<file path="config.mk">
export PLATFORM = sky130hd
export DESIGN_NAME = hsc_top
export DESIGN_NICKNAME = d
export VERILOG_FILES = /design/src/include/hsc_pkg.sv /design/src/core/hsc_top.sv
export SDC_FILE = /design/constraint.sdc
export NUM_CORES = 1
export LEC_CHECK = 0
export BUFFER_PORTS_ARGS = -buffer_cell sky130_fd_sc_hd__buf_4
export CELL_PAD_IN_SITES_DETAIL_PLACEMENT = 0
export CELL_PAD_IN_SITES_GLOBAL_PLACEMENT = 1
export CORE_MARGIN = 10
export CORE_UTILIZATION = 50
export DETAILED_ROUTE_END_ITERATION = 16
export GPL_TIMING_DRIVEN = 0
export HOLD_SLACK_MARGIN = 0.05
export PLACE_DENSITY_LB_ADDON = 0.1
export SLEW_MARGIN = 20
export SYNTH_ARGS = -nofsm -noshare
export SYNTH_HDL_FRONTEND = slang
export SYNTH_SLANG_ARGS = --single-unit
</file>
<file path="constraint.sdc">
create_clock -name clock -period 4.1 [get_ports clock]
set_input_delay 0.205 -clock clock [delete_from_list [all_inputs] [get_ports clock]]
set_output_delay 0.205 -clock clock [all_outputs]
set_load 0.05 [all_outputs]
</file>
<file path="src/include/hsc_pkg.sv">
// package for the host serial channel: constants, rate table, carriers
package hsc_pkg;
  localparam int CLK_HZ = 10_000_000;
  localparam int OVERSAMPLE = 16;
  localparam int DIV_W = 12;
  localparam int BUF_DEPTH = 128;
  localparam int PTR_W = 7;
  localparam int CNT_W = 8;
  localparam int XOFF_PCT = 50;
  localparam int XON_PCT = 35;
  localparam logic [7:0] XOFF_CHAR = 8'h13;
  localparam logic [7:0] XON_CHAR = 8'h11;
  localparam logic [7:0] MSB_CLEAR = 8'h7f;
  localparam logic [CNT_W-1:0] FULL_LEVEL = CNT_W'(BUF_DEPTH);
  localparam logic [CNT_W-1:0] XOFF_LEVEL =
    CNT_W'(BUF_DEPTH * XOFF_PCT / 100);
  localparam logic [CNT_W-1:0] XON_LEVEL =
    CNT_W'(BUF_DEPTH * XON_PCT / 100);
  // start + 8 data + 2 stop
  localparam logic [3:0] FRAME_BITS = 4'hb;
  localparam logic [3:0] DATA_LAST = 4'h7;
  localparam logic [3:0] SAMPLE_MID = 4'h7;
  localparam logic [3:0] TICK_LAST = 4'hf;
  localparam logic [1:0] SKID_DEPTH = 2'h2;
  localparam int RATE_0 = 300;
  localparam int RATE_1 = 600;
  localparam int RATE_2 = 1200;
  localparam int RATE_3 = 2400;
  localparam int RATE_4 = 4800;
  localparam int RATE_5 = 9600;
  localparam int RATE_6 = 19200;
  localparam int RATE_8 = 300;
  localparam int RATE_9 = 600;

  typedef struct packed {
    logic [7:0] data;
  } hsc_char_s;

  typedef enum {TX_IDLE, TX_HOLD, TX_SHIFT} hsc_tx_e;
  typedef enum {RX_IDLE, RX_START, RX_DATA, RX_STOP} hsc_rx_e;

  function automatic logic [DIV_W-1:0] div_of(input int rate);
    div_of = DIV_W'(CLK_HZ / (OVERSAMPLE * rate));
  endfunction

  // zero divisor means no bit clock at all
  function automatic logic [DIV_W-1:0] rate_div(input logic [3:0] sel);
    case (sel)
      4'h0: rate_div = div_of(RATE_0);
      4'h1: rate_div = div_of(RATE_1);
      4'h2: rate_div = div_of(RATE_2);
      4'h3: rate_div = div_of(RATE_3);
      4'h4: rate_div = div_of(RATE_4);
      4'h5: rate_div = div_of(RATE_5);
      4'h6: rate_div = div_of(RATE_6);
      4'h8: rate_div = div_of(RATE_8);
      4'h9: rate_div = div_of(RATE_9);
      default: rate_div = '0;
    endcase
  endfunction
endpackage

</file>
<file path="src/core/hsc_top.sv">
// host serial channel with hardware and software flow control
`timescale 1ns/1ns
`default_nettype none

module hsc_top (
  input wire logic clock,
  input wire logic rst,
  input wire logic clk_en,
  input wire logic [3:0] rate_sel,
  input wire logic modem_role,
  input wire logic ser_in,
  input wire logic rts_in,
  input wire logic dtr_in,
  output logic ser_out,
  output logic cts_out,
  output logic dsr_out,
  input wire logic tx_valid,
  input wire hsc_pkg::hsc_char_s tx_char,
  output logic tx_ready,
  output logic rx_valid,
  output hsc_pkg::hsc_char_s rx_char,
  input wire logic rx_ready,
  output logic dtr_err,
  output logic frame_err,
  output logic overrun_err,
  output logic flow_halted
);
  // pin synchronisers: first stage is read only by the second
  logic [3:0] rate_m_q, rate_q;
  logic [3:0] pins_m_q, pins_q;
  logic rxd_s, rts_s, dtr_s, modem_s;

  always_ff @(posedge clock) begin
    if (rst) begin
      rate_m_q <= '0;
      rate_q <= '0;
      pins_m_q <= 4'h1;
      pins_q <= 4'h1;
    end else if (clk_en) begin
      rate_m_q <= rate_sel;
      rate_q <= rate_m_q;
      pins_m_q <= {modem_role, dtr_in, rts_in, ser_in};
      pins_q <= pins_m_q;
    end
  end

  assign rxd_s = pins_q[0];
  assign rts_s = pins_q[1];
  assign dtr_s = pins_q[2];
  assign modem_s = pins_q[3];

  // oversampling bit clock
  logic [hsc_pkg::DIV_W-1:0] div_w;
  logic [hsc_pkg::DIV_W-1:0] baud_cnt_q;
  logic tick_w;

  // unused codes give a zero divisor and park the counter
  assign div_w = hsc_pkg::rate_div(rate_q);
  assign tick_w = (div_w != '0) && (baud_cnt_q == div_w - 1'b1);

  always_ff @(posedge clock) begin
    if (rst || (clk_en && (tick_w || div_w == '0))) begin
      baud_cnt_q <= '0;
    end else if (clk_en) begin
      baud_cnt_q <= baud_cnt_q + 1'b1;
    end
  end

  // two-entry buffer on the transmit input
  hsc_pkg::hsc_char_s skid_q [2];
  logic skid_wr_q, skid_rd_q;
  logic [1:0] skid_cnt_q, skid_cnt_d;
  logic skid_push, skid_pop, skid_valid;
  hsc_pkg::hsc_char_s skid_head;

  assign skid_push = tx_valid && tx_ready;
  assign skid_valid = skid_cnt_q != 2'h0;
  assign skid_head = skid_q[skid_rd_q];
  assign skid_cnt_d = skid_cnt_q + {1'b0, skid_push} - {1'b0, skid_pop};

  always_ff @(posedge clock) begin
    if (rst) begin
      skid_wr_q <= 1'b0;
      skid_rd_q <= 1'b0;
      skid_cnt_q <= '0;
      tx_ready <= 1'b0;
    end else if (clk_en) begin
      if (skid_push) begin
        skid_q[skid_wr_q] <= tx_char;
        skid_wr_q <= ~skid_wr_q;
      end
      if (skid_pop) begin
        skid_rd_q <= ~skid_rd_q;
      end
      skid_cnt_q <= skid_cnt_d;
      tx_ready <= skid_cnt_d != hsc_pkg::SKID_DEPTH;
    end
  end

  // receive buffer
  hsc_pkg::hsc_char_s rbuf_q [hsc_pkg::BUF_DEPTH];
  logic [hsc_pkg::PTR_W-1:0] rb_wr_q, rb_rd_q;
  logic [hsc_pkg::CNT_W-1:0] rb_cnt_q;
  logic [hsc_pkg::CNT_W-1:0] rb_cnt_d;
  logic rb_push, rb_pop, rb_full;

  // transmit side
  hsc_pkg::hsc_tx_e tx_state_q;
  logic [7:0] hold_q;
  logic [10:0] tx_sh_q;
  logic [3:0] tx_bit_q, tx_tick_q;
  logic xoff_sent_q;
  logic xoff_req, xon_req, ctrl_go, tx_idle, tx_go, tx_bit_end;
  logic tx_last;
  logic [7:0] ctrl_char;
  logic [7:0] tx_data7;
  logic [10:0] tx_frame;

  assign tx_idle = tx_state_q == hsc_pkg::TX_IDLE;
  assign xoff_req = !xoff_sent_q && rb_cnt_q >= hsc_pkg::XOFF_LEVEL;
  assign xon_req = xoff_sent_q && rb_cnt_q <= hsc_pkg::XON_LEVEL;
  // flow characters jump the queue and ignore our own halt
  assign ctrl_go = tx_idle && (xoff_req || xon_req);
  // halt is checked only between frames, so only a char already in TX_HOLD or a flow char follows
  assign skid_pop = tx_idle && !ctrl_go && skid_valid && !flow_halted;
  assign tx_go = tick_w && rts_s && dtr_s;
  assign tx_bit_end = tick_w && tx_tick_q == hsc_pkg::TICK_LAST;
  assign tx_last = tx_bit_end && tx_bit_q == hsc_pkg::FRAME_BITS - 4'h1;
  assign ctrl_char =
    xoff_req ? hsc_pkg::XOFF_CHAR : hsc_pkg::XON_CHAR;
  assign tx_data7 = hold_q & hsc_pkg::MSB_CLEAR;
  // two stop bits, start bit low; no parity
  assign tx_frame = {2'b11, tx_data7, 1'b0};

  always_ff @(posedge clock) begin
    if (rst) begin
      tx_state_q <= hsc_pkg::TX_IDLE;
      hold_q <= '0;
      xoff_sent_q <= 1'b0;
      dtr_err <= 1'b0;
    end else if (clk_en) begin
      dtr_err <= skid_pop && !dtr_s;
      unique case (tx_state_q)
        hsc_pkg::TX_IDLE: begin
          if (ctrl_go) begin
            hold_q <= ctrl_char;
            xoff_sent_q <= xoff_req;
            tx_state_q <= hsc_pkg::TX_HOLD;
          end else if (skid_pop && dtr_s) begin
            hold_q <= skid_head.data;
            tx_state_q <= hsc_pkg::TX_HOLD;
          end
        end
        hsc_pkg::TX_HOLD: begin
          if (tx_go) begin
            tx_state_q <= hsc_pkg::TX_SHIFT;
          end
        end
        hsc_pkg::TX_SHIFT: begin
          if (tx_last) begin
            tx_state_q <= hsc_pkg::TX_IDLE;
          end
        end
      endcase
    end
  end

  always_ff @(posedge clock) begin
    if (rst) begin
      tx_sh_q <= '1;
      tx_bit_q <= '0;
      tx_tick_q <= '0;
      ser_out <= 1'b1;
    end else if (clk_en) begin
      if (tx_state_q == hsc_pkg::TX_HOLD && tx_go) begin
        tx_sh_q <= tx_frame;
        tx_bit_q <= '0;
        tx_tick_q <= '0;
      end else if (tx_state_q == hsc_pkg::TX_SHIFT && tick_w) begin
        tx_tick_q <= tx_tick_q + 4'h1;
        if (tx_bit_end) begin
          tx_sh_q <= {1'b1, tx_sh_q[10:1]};
          tx_bit_q <= tx_bit_q + 4'h1;
        end
      end
      ser_out <= (tx_state_q == hsc_pkg::TX_SHIFT) ? tx_sh_q[0] : 1'b1;
    end
  end

  // receive side
  hsc_pkg::hsc_rx_e rx_state_q;
  logic [7:0] rx_sh_q;
  logic [3:0] rx_bit_q, rx_tick_q;
  logic rx_got_q;
  logic [7:0] rx_got_data;
  logic got_xoff, got_xon, got_data;
  logic rx_mid, rx_end;

  assign rx_mid = rx_tick_q == hsc_pkg::SAMPLE_MID;
  assign rx_end = rx_tick_q == hsc_pkg::TICK_LAST;

  assign rx_got_data = rx_sh_q & hsc_pkg::MSB_CLEAR;
  assign got_xoff = rx_got_q && rx_got_data == hsc_pkg::XOFF_CHAR;
  assign got_xon = rx_got_q && rx_got_data == hsc_pkg::XON_CHAR;
  assign got_data = rx_got_q && !got_xoff && !got_xon;

  always_ff @(posedge clock) begin
    if (rst) begin
      rx_state_q <= hsc_pkg::RX_IDLE;
      rx_sh_q <= '0;
      rx_bit_q <= '0;
      rx_tick_q <= '0;
      rx_got_q <= 1'b0;
      frame_err <= 1'b0;
    end else if (clk_en) begin
      rx_got_q <= 1'b0;
      frame_err <= 1'b0;
      if (tick_w) begin
        rx_tick_q <= rx_tick_q + 4'h1;
        unique case (rx_state_q)
          hsc_pkg::RX_IDLE: begin
            rx_tick_q <= '0;
            if (!rxd_s) begin
              rx_state_q <= hsc_pkg::RX_START;
            end
          end
          hsc_pkg::RX_START: begin
            if (rx_mid) begin
              rx_tick_q <= '0;
              rx_bit_q <= '0;
              // a glitch shorter than half a bit is not a start
              rx_state_q <= rxd_s ? hsc_pkg::RX_IDLE : hsc_pkg::RX_DATA;
            end
          end
          hsc_pkg::RX_DATA: begin
            if (rx_end) begin
              rx_sh_q <= {rxd_s, rx_sh_q[7:1]};
              rx_bit_q <= rx_bit_q + 4'h1;
              if (rx_bit_q == hsc_pkg::DATA_LAST) begin
                rx_state_q <= hsc_pkg::RX_STOP;
              end
            end
          end
          hsc_pkg::RX_STOP: begin
            if (rx_end) begin
              // only the first stop bit is checked, so 1-stop senders work
              rx_got_q <= rxd_s;
              frame_err <= !rxd_s;
              rx_state_q <= hsc_pkg::RX_IDLE;
            end
          end
        endcase
      end
    end
  end

  always_ff @(posedge clock) begin
    if (rst) begin
      flow_halted <= 1'b0;
    end else if (clk_en) begin
      if (got_xoff) begin
        flow_halted <= 1'b1;
      end else if (got_xon) begin
        flow_halted <= 1'b0;
      end
    end
  end

  // data keeps being stored after our stop request, until full
  assign rb_full = rb_cnt_q == hsc_pkg::FULL_LEVEL;
  assign rb_push = got_data && !rb_full;
  assign rb_pop = (rb_cnt_q != '0) && (!rx_valid || rx_ready);
  assign rb_cnt_d = rb_cnt_q + {7'h00, rb_push} - {7'h00, rb_pop};
  // cts cannot stop a frame already on the wire; it is still stored unless the buffer is full

  always_ff @(posedge clock) begin
    if (rst) begin
      rb_wr_q <= '0;
      rb_rd_q <= '0;
      rb_cnt_q <= '0;
      overrun_err <= 1'b0;
    end else if (clk_en) begin
      overrun_err <= got_data && rb_full;
      if (rb_push) begin
        rbuf_q[rb_wr_q] <= hsc_pkg::hsc_char_s'(rx_got_data);
        rb_wr_q <= rb_wr_q + 1'b1;
      end
      if (rb_pop) begin
        rb_rd_q <= rb_rd_q + 1'b1;
      end
      rb_cnt_q <= rb_cnt_d;
    end
  end

  // holding stage; rx_valid is the receive ready flag
  always_ff @(posedge clock) begin
    if (rst) begin
      rx_valid <= 1'b0;
      rx_char <= '0;
    end else if (clk_en) begin
      if (rb_pop) begin
        rx_valid <= 1'b1;
        rx_char <= rbuf_q[rb_rd_q];
      end else if (rx_ready) begin
        rx_valid <= 1'b0;
      end
    end
  end

  // terminal role keeps both modem outputs inactive
  always_ff @(posedge clock) begin
    if (rst) begin
      cts_out <= 1'b0;
      dsr_out <= 1'b0;
    end else if (clk_en) begin
      cts_out <= modem_s && !rx_valid && !rb_full;
      dsr_out <= modem_s;
    end
  end
endmodule

`default_nettype wire

</file>
==> results of run 1 <==
## through the flow
step	hold WS [ps]	std cells	util	setup TNS [ps]
2_1_floorplan	304	2330	-	0
3_3_place_gp	390	3434	0.523	-1272880
5_1_grt	254	3667	0.578	-9380
4_1_cts	213	3665	0.576	0
6_report	217	3667	0.578	0
3_5_place_dp	396	3445	0.527	-162340
## sequential cells by signal, summed over array words and instances, names as in the netlist, 2 cells and up, named ones only
| name | cells |
|---|---|
| tx_bit_q | 4 |
| rate_q | 4 |
| tx_sh_q | 9 |
| rx_tick_q | 4 |
| div_w | 9 |
| skid_cnt_q | 2 |
| rb_wr_q | 7 |
| rx_sh_q | 8 |
| rate_m_q | 4 |
| rx_char | 7 |
| rx_bit_q | 4 |
| rbuf_q | 896 |
| pins_q | 4 |
| rb_rd_q | 7 |
| rb_cnt_q | 8 |
| skid_q | 14 |
| tx_state_q | 2 |
| pins_m_q | 4 |
| baud_cnt_q | 12 |
| hold_q | 7 |
| tx_tick_q | 4 |
## power by group through the flow
stage               sequential, mW  combinational, mW  clock (mW)
global placement              11.7               3.05           0
finish                        11.5               3.14        9.87
floorplan                     11.7               1.86           0
CTS                           11.5               3.15        9.95
global route                  11.5               3.31        10.4
detailed placement            11.7               3.11           0
## cell families (layout without fill, tap and decap cells)
family                     count (synthesis)  count (layout)  synth area share
DFF                                     1036            1036             0.723
and+or+nand+nor                          509             509            0.0575
AOI/OAI and AO/OA                        203             203            0.0323
buffers and inverters                    153             420            0.0144
adders and majority gates                 31              31           0.00957
other                                      1               1         0.0000908
xor gates and xnor gates                  40              40           0.00848
muxes                                    357             357             0.155
## cells in the mapped netlist (3+ instances only)
master	n
edfxtp_1	910
nor2_1	243
mux4_2	225
dfxtp_1	126
mux2i_1	120
nand2_1	91
clkbuf_1	75
a21oi_1	59
nand3_1	45
a22oi_1	34
buf_1	31
ha_1	30
o21ai_0	30
inv_1	29
xor2_1	23
nor2b_1	21
nor3_1	18
xnor2_1	17
nand4_1	15
buf_2	14
a211oi_1	13
mux2_2	12
nor4_1	10
o22ai_1	10
a22o_1	9
or4_1	9
a221oi_1	8
and3_1	8
nand2b_1	8
a31oi_1	6
or3_1	6
and2_1	5
a311oi_1	4
nand3b_1	4
nand4b_1	4
nor3b_1	4
o211ai_1	4
o21bai_1	4
o311ai_0	4
or2_2	4
nor4b_1	3
## what timing repair did
| action | CTS | global route |
|---|---|---|
| pin swaps | 0 | 2 |
| hold endpoints to repair | 27 | 0 |
| setup buffers | 2 | 3 |
| resized for setup | 81 | 46 |
| endpoints found under the setup margin | 571 | 306 |
| hold buffers | 18 | 0 |
## path summary, 6_finish.rpt
kind               from            end  slack, ps  cells past startpoint
max          rx_sh_q[3]  rbuf_q[61][6]         20                      9
min                 rst      rate_q[3]        220                      2
max reg2reg  rx_sh_q[3]  rbuf_q[61][6]         20                      9
min reg2reg   hold_q[3]      hold_q[3]        450                      2
## critical path: stages, from the launching register on
cell and delay, ps:
dfxtp_4 650, nand4bb_1 190, nor3_1 70, nor2b_1 280
nand2_1 190, nor2_1 430, and3_1 290, nand2_1 310
clkbuf_2 540, nor2_1 710
## layout make-up
class | count | share of cell area
Sequential cell | 1036 | 0.631
Multi-Input combinational cell | 1141 | 0.235
Clock buffer | 135 | 0.0606
Tap cell | 1070 | 0.0283
Timing Repair Buffer | 68 | 0.0158
Clock inverter | 66 | 0.0145
Buffer | 119 | 0.0127
Inverter | 32 | 0.00254
## metal layers
metal	track usage	vias to the layer above	share of wire
met1	0.326	12100	0.39
met2	0.414	1064	0.49
li1	-	9643	-
met4	0.0783	0	0.036
met5	0	-	0
met3	0.0555	223	0.083
==> results.yml, run 1 <==
synthesis:
  synth_edf_count: 910
  synthesis.nets: 2382
  syn_area_um2: 41300
  ys_types: 71
  yosysSeqAreaShare: 0.723
  yosysTopAreaCellShare: 0.662
  synth-async-reset-ratio: 0
  synth-main-ff-cell: "edfxtp_1"
  ys_ff_latch: 1036
  synth_area_leaders: "edfxtp_1 (66%), mux4_2 (12%), dfxtp_1 (6.1%)"
  synth_cells: 2330
  yosysWarningCount: 0
  avgSynthCellArea_um2: 17.7
  yosysTopAreaCell: "edfxtp_1"
grt:
  grtUsageTotal: 0.250
  grt_pass1_vias: 22900
  grt_pass1_wl_um: 167000
  grt-ovfl-total: 0
  grt_start_max_net_pins: 77
  antenna_found_initial: 2
die:
  initial_core_util: 0.504
  die_w_um: 307
  die_h_um: 307
  io_pins: 38
  num_rows: 105
  core_area_um2: 82000
  die_area_um2: 94500
placed_design:
  dp_hpwl_um: 78300
  gp_congestion: 0.905
  dp_slack_ps: -1330
  io_buffers: 34
  placed_area_um2: 43200
clock_network:
  clock_sinks: 1036
  clk_path_buf_depth: 3
  insertion_delay_ps: 680
  clockRootBuffer: "clkbuf_16"
  numCtsBuffers: 108
  cts_tree: "yes"
  htreeDepth: 3
  clk_pin_slew_worst_paths_ps: 60
pwr:
  power_frac_clock: 0.403
  p_per_area_nw_per_um2: 517
  internal-power_mw: 18.3
  power_switching_mw: 6.22
  comb_power_share: 0.128
  ir_drop_mv: 0.346
  p_seq_frac: 0.469
  power.total_mw: 24.5
  p_leak_nw: 17.3
  swShare: 0.254
drt:
  avgViaCountPerCell: 6.27
  via_count: 23000
  finalWirelength_um: 118000
  final_antenna_net_count: 0
  drtIter0Drc: 2831
  drc: 0
  drtPass1Iterations: 5
  wl_per_cell_um: 32.1
layout:
  final_cell_mix: "edfxtp_1 (910), mux4_2 (225), nor2_1 (173)"
  seq_area_um2: 29900
  nFillCells: 6164
  multi_input_area_um2: 11100
  layout_commonest_cell: "edfxtp_1"
  synthToLayoutAreaGrowth_pct: 14.6
  fin_area_um2: 47400
  fin_nets: 2558
  antennaDiodeCount: 0
  drive_gt1_frac: 0.235
run_status:
  status: "finished, final reports clean"
sta:
  final_hold_viol_count: 0
  slew_headroom: 0.230
  worst_slack_ps: 22.9
  fin_crit_ps: 4080
  fin_skew_ps: 26.9
  tightest_slew_ps: 1150
  final_max_slew_viol_count: 0
  rsz0062_at_grt: "true"
  fin_crit_sh: 0.994
  fmax_mhz: 245
  setup_viol: 0
worst_setup_path:
  path_class: "flip-flop to flip-flop"
  crit_required_ps: 4390
  worstPathArrival_ps: 4370
  cp-end-kind: "flip-flop"
  critPathMaxFanout: 36
  crit_path_start_kind: "flip-flop"
job:
  maxCapViolCount: 0
min_path:
  hold_path_class: "input port to flip-flop"
Power figures use the tool's default switching activity.
==> run 2, diff against run 1 <==
clock period = 4 ns   (was 4.1 ns; I/O delays follow)
==> results.yml, run 2 (synthesized netlist as in run 1, its figures left out) <==
run_status:
  status: "finished, final reports clean"
layout:
  drive_gt1_frac: 0.238
  top_regs: "rbuf_q (896), skid_q (14), baud_cnt_q (12)"
  fin_area_um2: 47400
  layout_commonest_cell: "edfxtp_1"
  fin_nets: 2558
  regMostFlops: "rbuf_q"
  final_cell_mix: "edfxtp_1 (910), mux4_2 (225), nor2_1 (169)"
  nFillCells: 6160
  synthToLayoutAreaGrowth_pct: 14.8
  largest_reg_flops: 896
  antennaDiodeCount: 0
sta:
  fin_skew_ps: 28.4
  rsz0062_at_grt: "true"
  setup_viol: 0
  final_hold_viol_count: 0
  tns_ps: 0
  fin_crit_ps: 3990
  final_max_slew_viol_count: 0
  tightest_slew_ps: 1140
  slew_headroom: 0.235
  fmax_mhz: 251
  fin_crit_sh: 0.997
die:
  initial_core_util: 0.504
  io_pins: 38
  die_area_um2: 94500
  die_w_um: 307
  core_area_um2: 82000
  die_h_um: 307
  num_rows: 105
worst_setup_path:
  critPathMaxFanout: 10
  path_class: "flip-flop to flip-flop"
  critical_path.n_buffers_inverters: 2
  startpoint: "rb_rd_q[3]"
  crit_required_ps: 4560
  crit_slowest_cell: "clkbuf_1"
  r2r-start: "rb_rd_q[3]"
  crit_path_start_kind: "flip-flop"
  cp-end-kind: "flip-flop"
  crit_chain: "clkbuf_1 > buf_2 > nor2_1 > a22o_1 > a221oi_1 > o22ai_1 > a211o_1 > a31o_2"
  slowest_delay_ps: 680
  worst_path_dominant_cell_family: "compound AO/OA/AOI/OAI gates"
  worstPathArrival_ps: 4550
drt:
  via_count: 23100
  finalWirelength_um: 118000
  wl_per_cell_um: 32.1
  final_antenna_net_count: 0
  drtIter0Drc: 2628
  drc: 0
  avgViaCountPerCell: 6.30
  drtPass1Iterations: 5
grt:
  grt-busiest-layer: "met2"
  met1_usage: 0.325
  grt_start_max_net_pins: 77
  grt_pass1_wl_um: 167000
  grtUsageTotal: 0.249
  grt_util_met2: 0.414
  antenna_found_initial: 1
  grt-ovfl-total: 0
  met3_usage: 0.0550
  grt_pass1_vias: 22900
clock_network:
  htreeDepth: 3
  clk_path_buf_depth: 3
  clock_sinks: 1036
  cts_tree: "yes"
  insertion_delay_ps: 680
  clk_pin_slew_worst_paths_ps: 60
  clockRootBuffer: "clkbuf_16"
  numCtsBuffers: 108
pwr:
  ir_drop_mv: 0.354
  power.total_mw: 25.1
  p_leak_nw: 17.3
  p_per_area_nw_per_um2: 529
job:
  maxCapViolCount: 0
placed_design:
  io_buffers: 34
  gp_congestion: 0.905
  dp_hpwl_um: 78300
  placed_area_um2: 43200
min_path:
  hp-start: "rst"
  hold_path_class: "input port to flip-flop"
## run 2: changes by cell type in the layout (fill, tap and decap cells not counted), sizes merged
| cell | delta |
|---|---|
| buf | +2 |
| clkbuf | -2 |
| clkdlybuf4s15 | -1 |
| clkdlybuf4s18 | +1 |
## run 2: report_power, final
group | switching, mW | internal (mW)
combinational | 2.10 | 1.12
clock | 4.19 | 5.92
sequential | 0.0830 | 11.7
total | 6.38 | 18.7
## run 2: cell type report
type	count	area (µm²)	area share
Tap cell	1070	1340	0.0282
Clock buffer	135	2870	0.0605
Buffer	119	611	0.0129
Timing Repair Buffer	68	747	0.0157
Sequential cell	1036	29900	0.630
Multi-Input combinational cell	1141	11200	0.236
Clock inverter	66	686	0.0145
Inverter	32	120	0.00253
## run 2: metal layers
layer | wire length [µm] | vias up | share of wire
met5 | 0 | - | 0
met4 | 4120 | 0 | 0.035
met3 | 10500 | 231 | 0.089
met2 | 57900 | 1154 | 0.49
met1 | 45200 | 12100 | 0.38
li1 | - | 9644 | -
## run 2: what timing repair did
item | 4_1_cts | 5_1_grt
hold buffers | 18 | 0
buffers inserted | 2 | 3
pin swaps | 0 | 2
resized for setup | 94 | 50
endpoints found under the setup margin | 621 | 425
hold endpoints to repair | 27 | 0
## run 2: path summary, 6_finish.rpt
check	end	cells past startpoint	slack [ps]
setup / recovery	rx_char[1]	8	10
hold / removal	rate_q[3]	2	210
setup reg to reg	rx_char[1]	8	10
hold reg to reg	hold_q[3]	2	450
## run 2: through the flow
| stage | hold WS [ps] | utilization | cells | setup slack [ps] |
|---|---|---|---|---|
| after CTS | 208 | 0.576 | 3664 | -101 |
| after global routing | 251 | 0.579 | 3667 | -44.1 |
| after floorplan | 299 | - | 2330 | 365 |
| after global placement | 385 | 0.523 | 3434 | -2160 |
| final | 214 | 0.579 | 3667 | 12.4 |
| after detailed placement | 391 | 0.527 | 3445 | -1430 |
==> run 3, diff against run 2 <==
SETUP_SLACK_MARGIN = 0.15   (was unset)
==> results.yml, run 3 (synthesized netlist as in run 1, its figures left out) <==
layout:
  fin_util: 0.581
  synthToLayoutAreaGrowth_pct: 15.3
  nFillCells: 6134
  regMostFlops: "rbuf_q"
  drive_gt1_frac: 0.243
  seq_area_um2: 29900
  multi_input_area_um2: 11300
  fin_nets: 2562
  top_regs: "rbuf_q (896), skid_q (14), baud_cnt_q (12)"
  final_cell_mix: "edfxtp_1 (910), mux4_2 (225), nor2_1 (161)"
  largest_reg_flops: 896
  layout_commonest_cell: "edfxtp_1"
grt:
  grtUsageTotal: 0.250
  antenna_found_initial: 1
  grt_pass1_vias: 22900
  grt_start_max_net_pins: 77
  grt_pass1_wl_um: 168000
  grt-ovfl-total: 0
pwr:
  p_per_area_nw_per_um2: 528
  internal-power_mw: 18.7
  p_seq_frac: 0.468
  swShare: 0.255
  ir_drop_mv: 0.358
  power_switching_mw: 6.43
  comb_power_share: 0.129
  p_leak_nw: 17.4
  power_frac_clock: 0.403
worst_setup_path:
  r2r-start: "rb_rd_q[2]"
  crit_path_start_kind: "flip-flop"
  r2r_setup_slack_ps: 130
  worstSetupEndpoint: "rx_char[4]"
  r2r_cells: 9
  crit_required_ps: 4600
  startpoint: "rb_rd_q[2]"
  path_class: "flip-flop to flip-flop"
  worstPathArrival_ps: 4470
  timing.rr.end: "rx_char[4]"
  cp-end-kind: "flip-flop"
  critPathMaxFanout: 10
sta:
  fin_skew_ps: 29.1
  slew_headroom: 0.198
  final_max_slew_viol_count: 0
  fin_crit_ps: 3870
  tightest_slew_ps: 1200
  setup_viol: 0
  rsz0062_at_grt: "true"
  final_hold_viol_count: 0
  tns_ps: 0
  whs_ps: 224
  fin_crit_sh: 0.968
  fmax_mhz: 258
die:
  die_area_um2: 94500
  core_area_um2: 82000
  die_h_um: 307
  initial_core_util: 0.504
  num_rows: 105
  die_w_um: 307
  io_pins: 38
min_path:
  hold_path_class: "input port to flip-flop"
drt:
  dr_wl_met2_um: 58700
  drc: 0
  finalWirelength_um: 119000
  final_antenna_net_count: 0
  drtIter0Drc: 2717
  drtPass1Iterations: 6
  wl_per_cell_um: 32.3
  avgViaCountPerCell: 6.31
  via_count: 23200
  drt-met1-wl_um: 46300
  routed.top_layer: "met4"
  wl_met3_um: 10100
clock_network:
  insertion_delay_ps: 690
  clockRootBuffer: "clkbuf_16"
  clk_path_buf_depth: 3
  clk_pin_slew_worst_paths_ps: 70
  cts_tree: "yes"
  numCtsBuffers: 108
  clock_sinks: 1036
  htreeDepth: 3
job:
  maxCapViolCount: 0
placed_design:
  dp_hpwl_um: 78300
  gp_congestion: 0.905
  io_buffers: 34
run_status:
  status: "finished, final reports clean"
## run 3: changes by cell type in the layout (fill, tap and decap cells not counted), sizes merged
| cell | before | now |
|---|---|---|
| buf | 92 | 101 |
| clkbuf | 209 | 207 |
| clkdlybuf4s15 | 2 | 0 |
| clkdlybuf4s18 | 1 | 0 |
| diode | 0 | 1 |
## run 3: worst min-delay path by stage
| stage | cells after the start | slack, ps | startpoint | to |
|---|---|---|---|---|
| 6_report | 2 | 220 | rst | rate_q[3] |
| 3_5_place_dp | 1 | 390 | tx_char[4] | skid_q[0][4] |
| 3_3_place_gp | 1 | 390 | tx_char[6] | skid_q[0][6] |
| 4_1_cts | 2 | 210 | rst | rate_q[3] |
| 2_1_floorplan | 0 | 300 | tx_char[0] | skid_q[0][0] |
| 5_1_grt | 2 | 250 | tx_char[2] | skid_q[0][2] |
## run 3: cell type report
type / instances / share of cell area
antenna: 1 / 0.0000526
buffer: 119 / 0.0131
clock buffer: 135 / 0.0602
clock inverter: 66 / 0.0144
inverter: 32 / 0.00252
multi-input combinational: 1141 / 0.237
sequential: 1036 / 0.628
tap: 1070 / 0.0281
timing repair buffer: 72 / 0.0172
## run 3: per-stage QoR
step	area (µm²)	instances	power [mW]	worst slack [ps]
final	47600	3672	25.2	130
after detailed placement	43200	3445	15.2	-1430
after CTS	47400	3668	25.2	-8.25
after global placement	42900	3434	15.1	-2160
after global routing	47600	3671	25.8	122
after floorplan	41300	2330	13.9	365
## run 3: power by group through the flow
stage,clock (mW),combinational [mW],sequential (mW)
detailed placement,0,3.18,12.0
finish,10.1,3.25,11.8
global route,10.6,3.41,11.8
global placement,0,3.13,12.0
floorplan,0,1.90,12.0
CTS,10.2,3.25,11.8
## run 3: repair_timing
action,4_1_cts,5_1_grt
hold buffers,18,0
pin swaps,2,1
gates resized for setup,131,59
setup endpoints to repair,792,588
hold endpoints to repair,27,0
setup buffers,5,4
## run 3: metal layers
layer | GRT usage | up-vias
met5 | 0 | -
met4 | 0.0728 | 0
met3 | 0.0542 | 214
met2 | 0.418 | 1118
met1 | 0.327 | 12200
li1 | - | 9667
## run 3: critical path: stages (launching register included)
cell	delay, ps
dfxtp_1	480
clkinv_1	410
clkbuf_2	550
nor2_1	990
a221oi_1	360
o22ai_1	250
a21oi_1	60
a21oi_1	410
mux2i_1	140
nor2_1	110
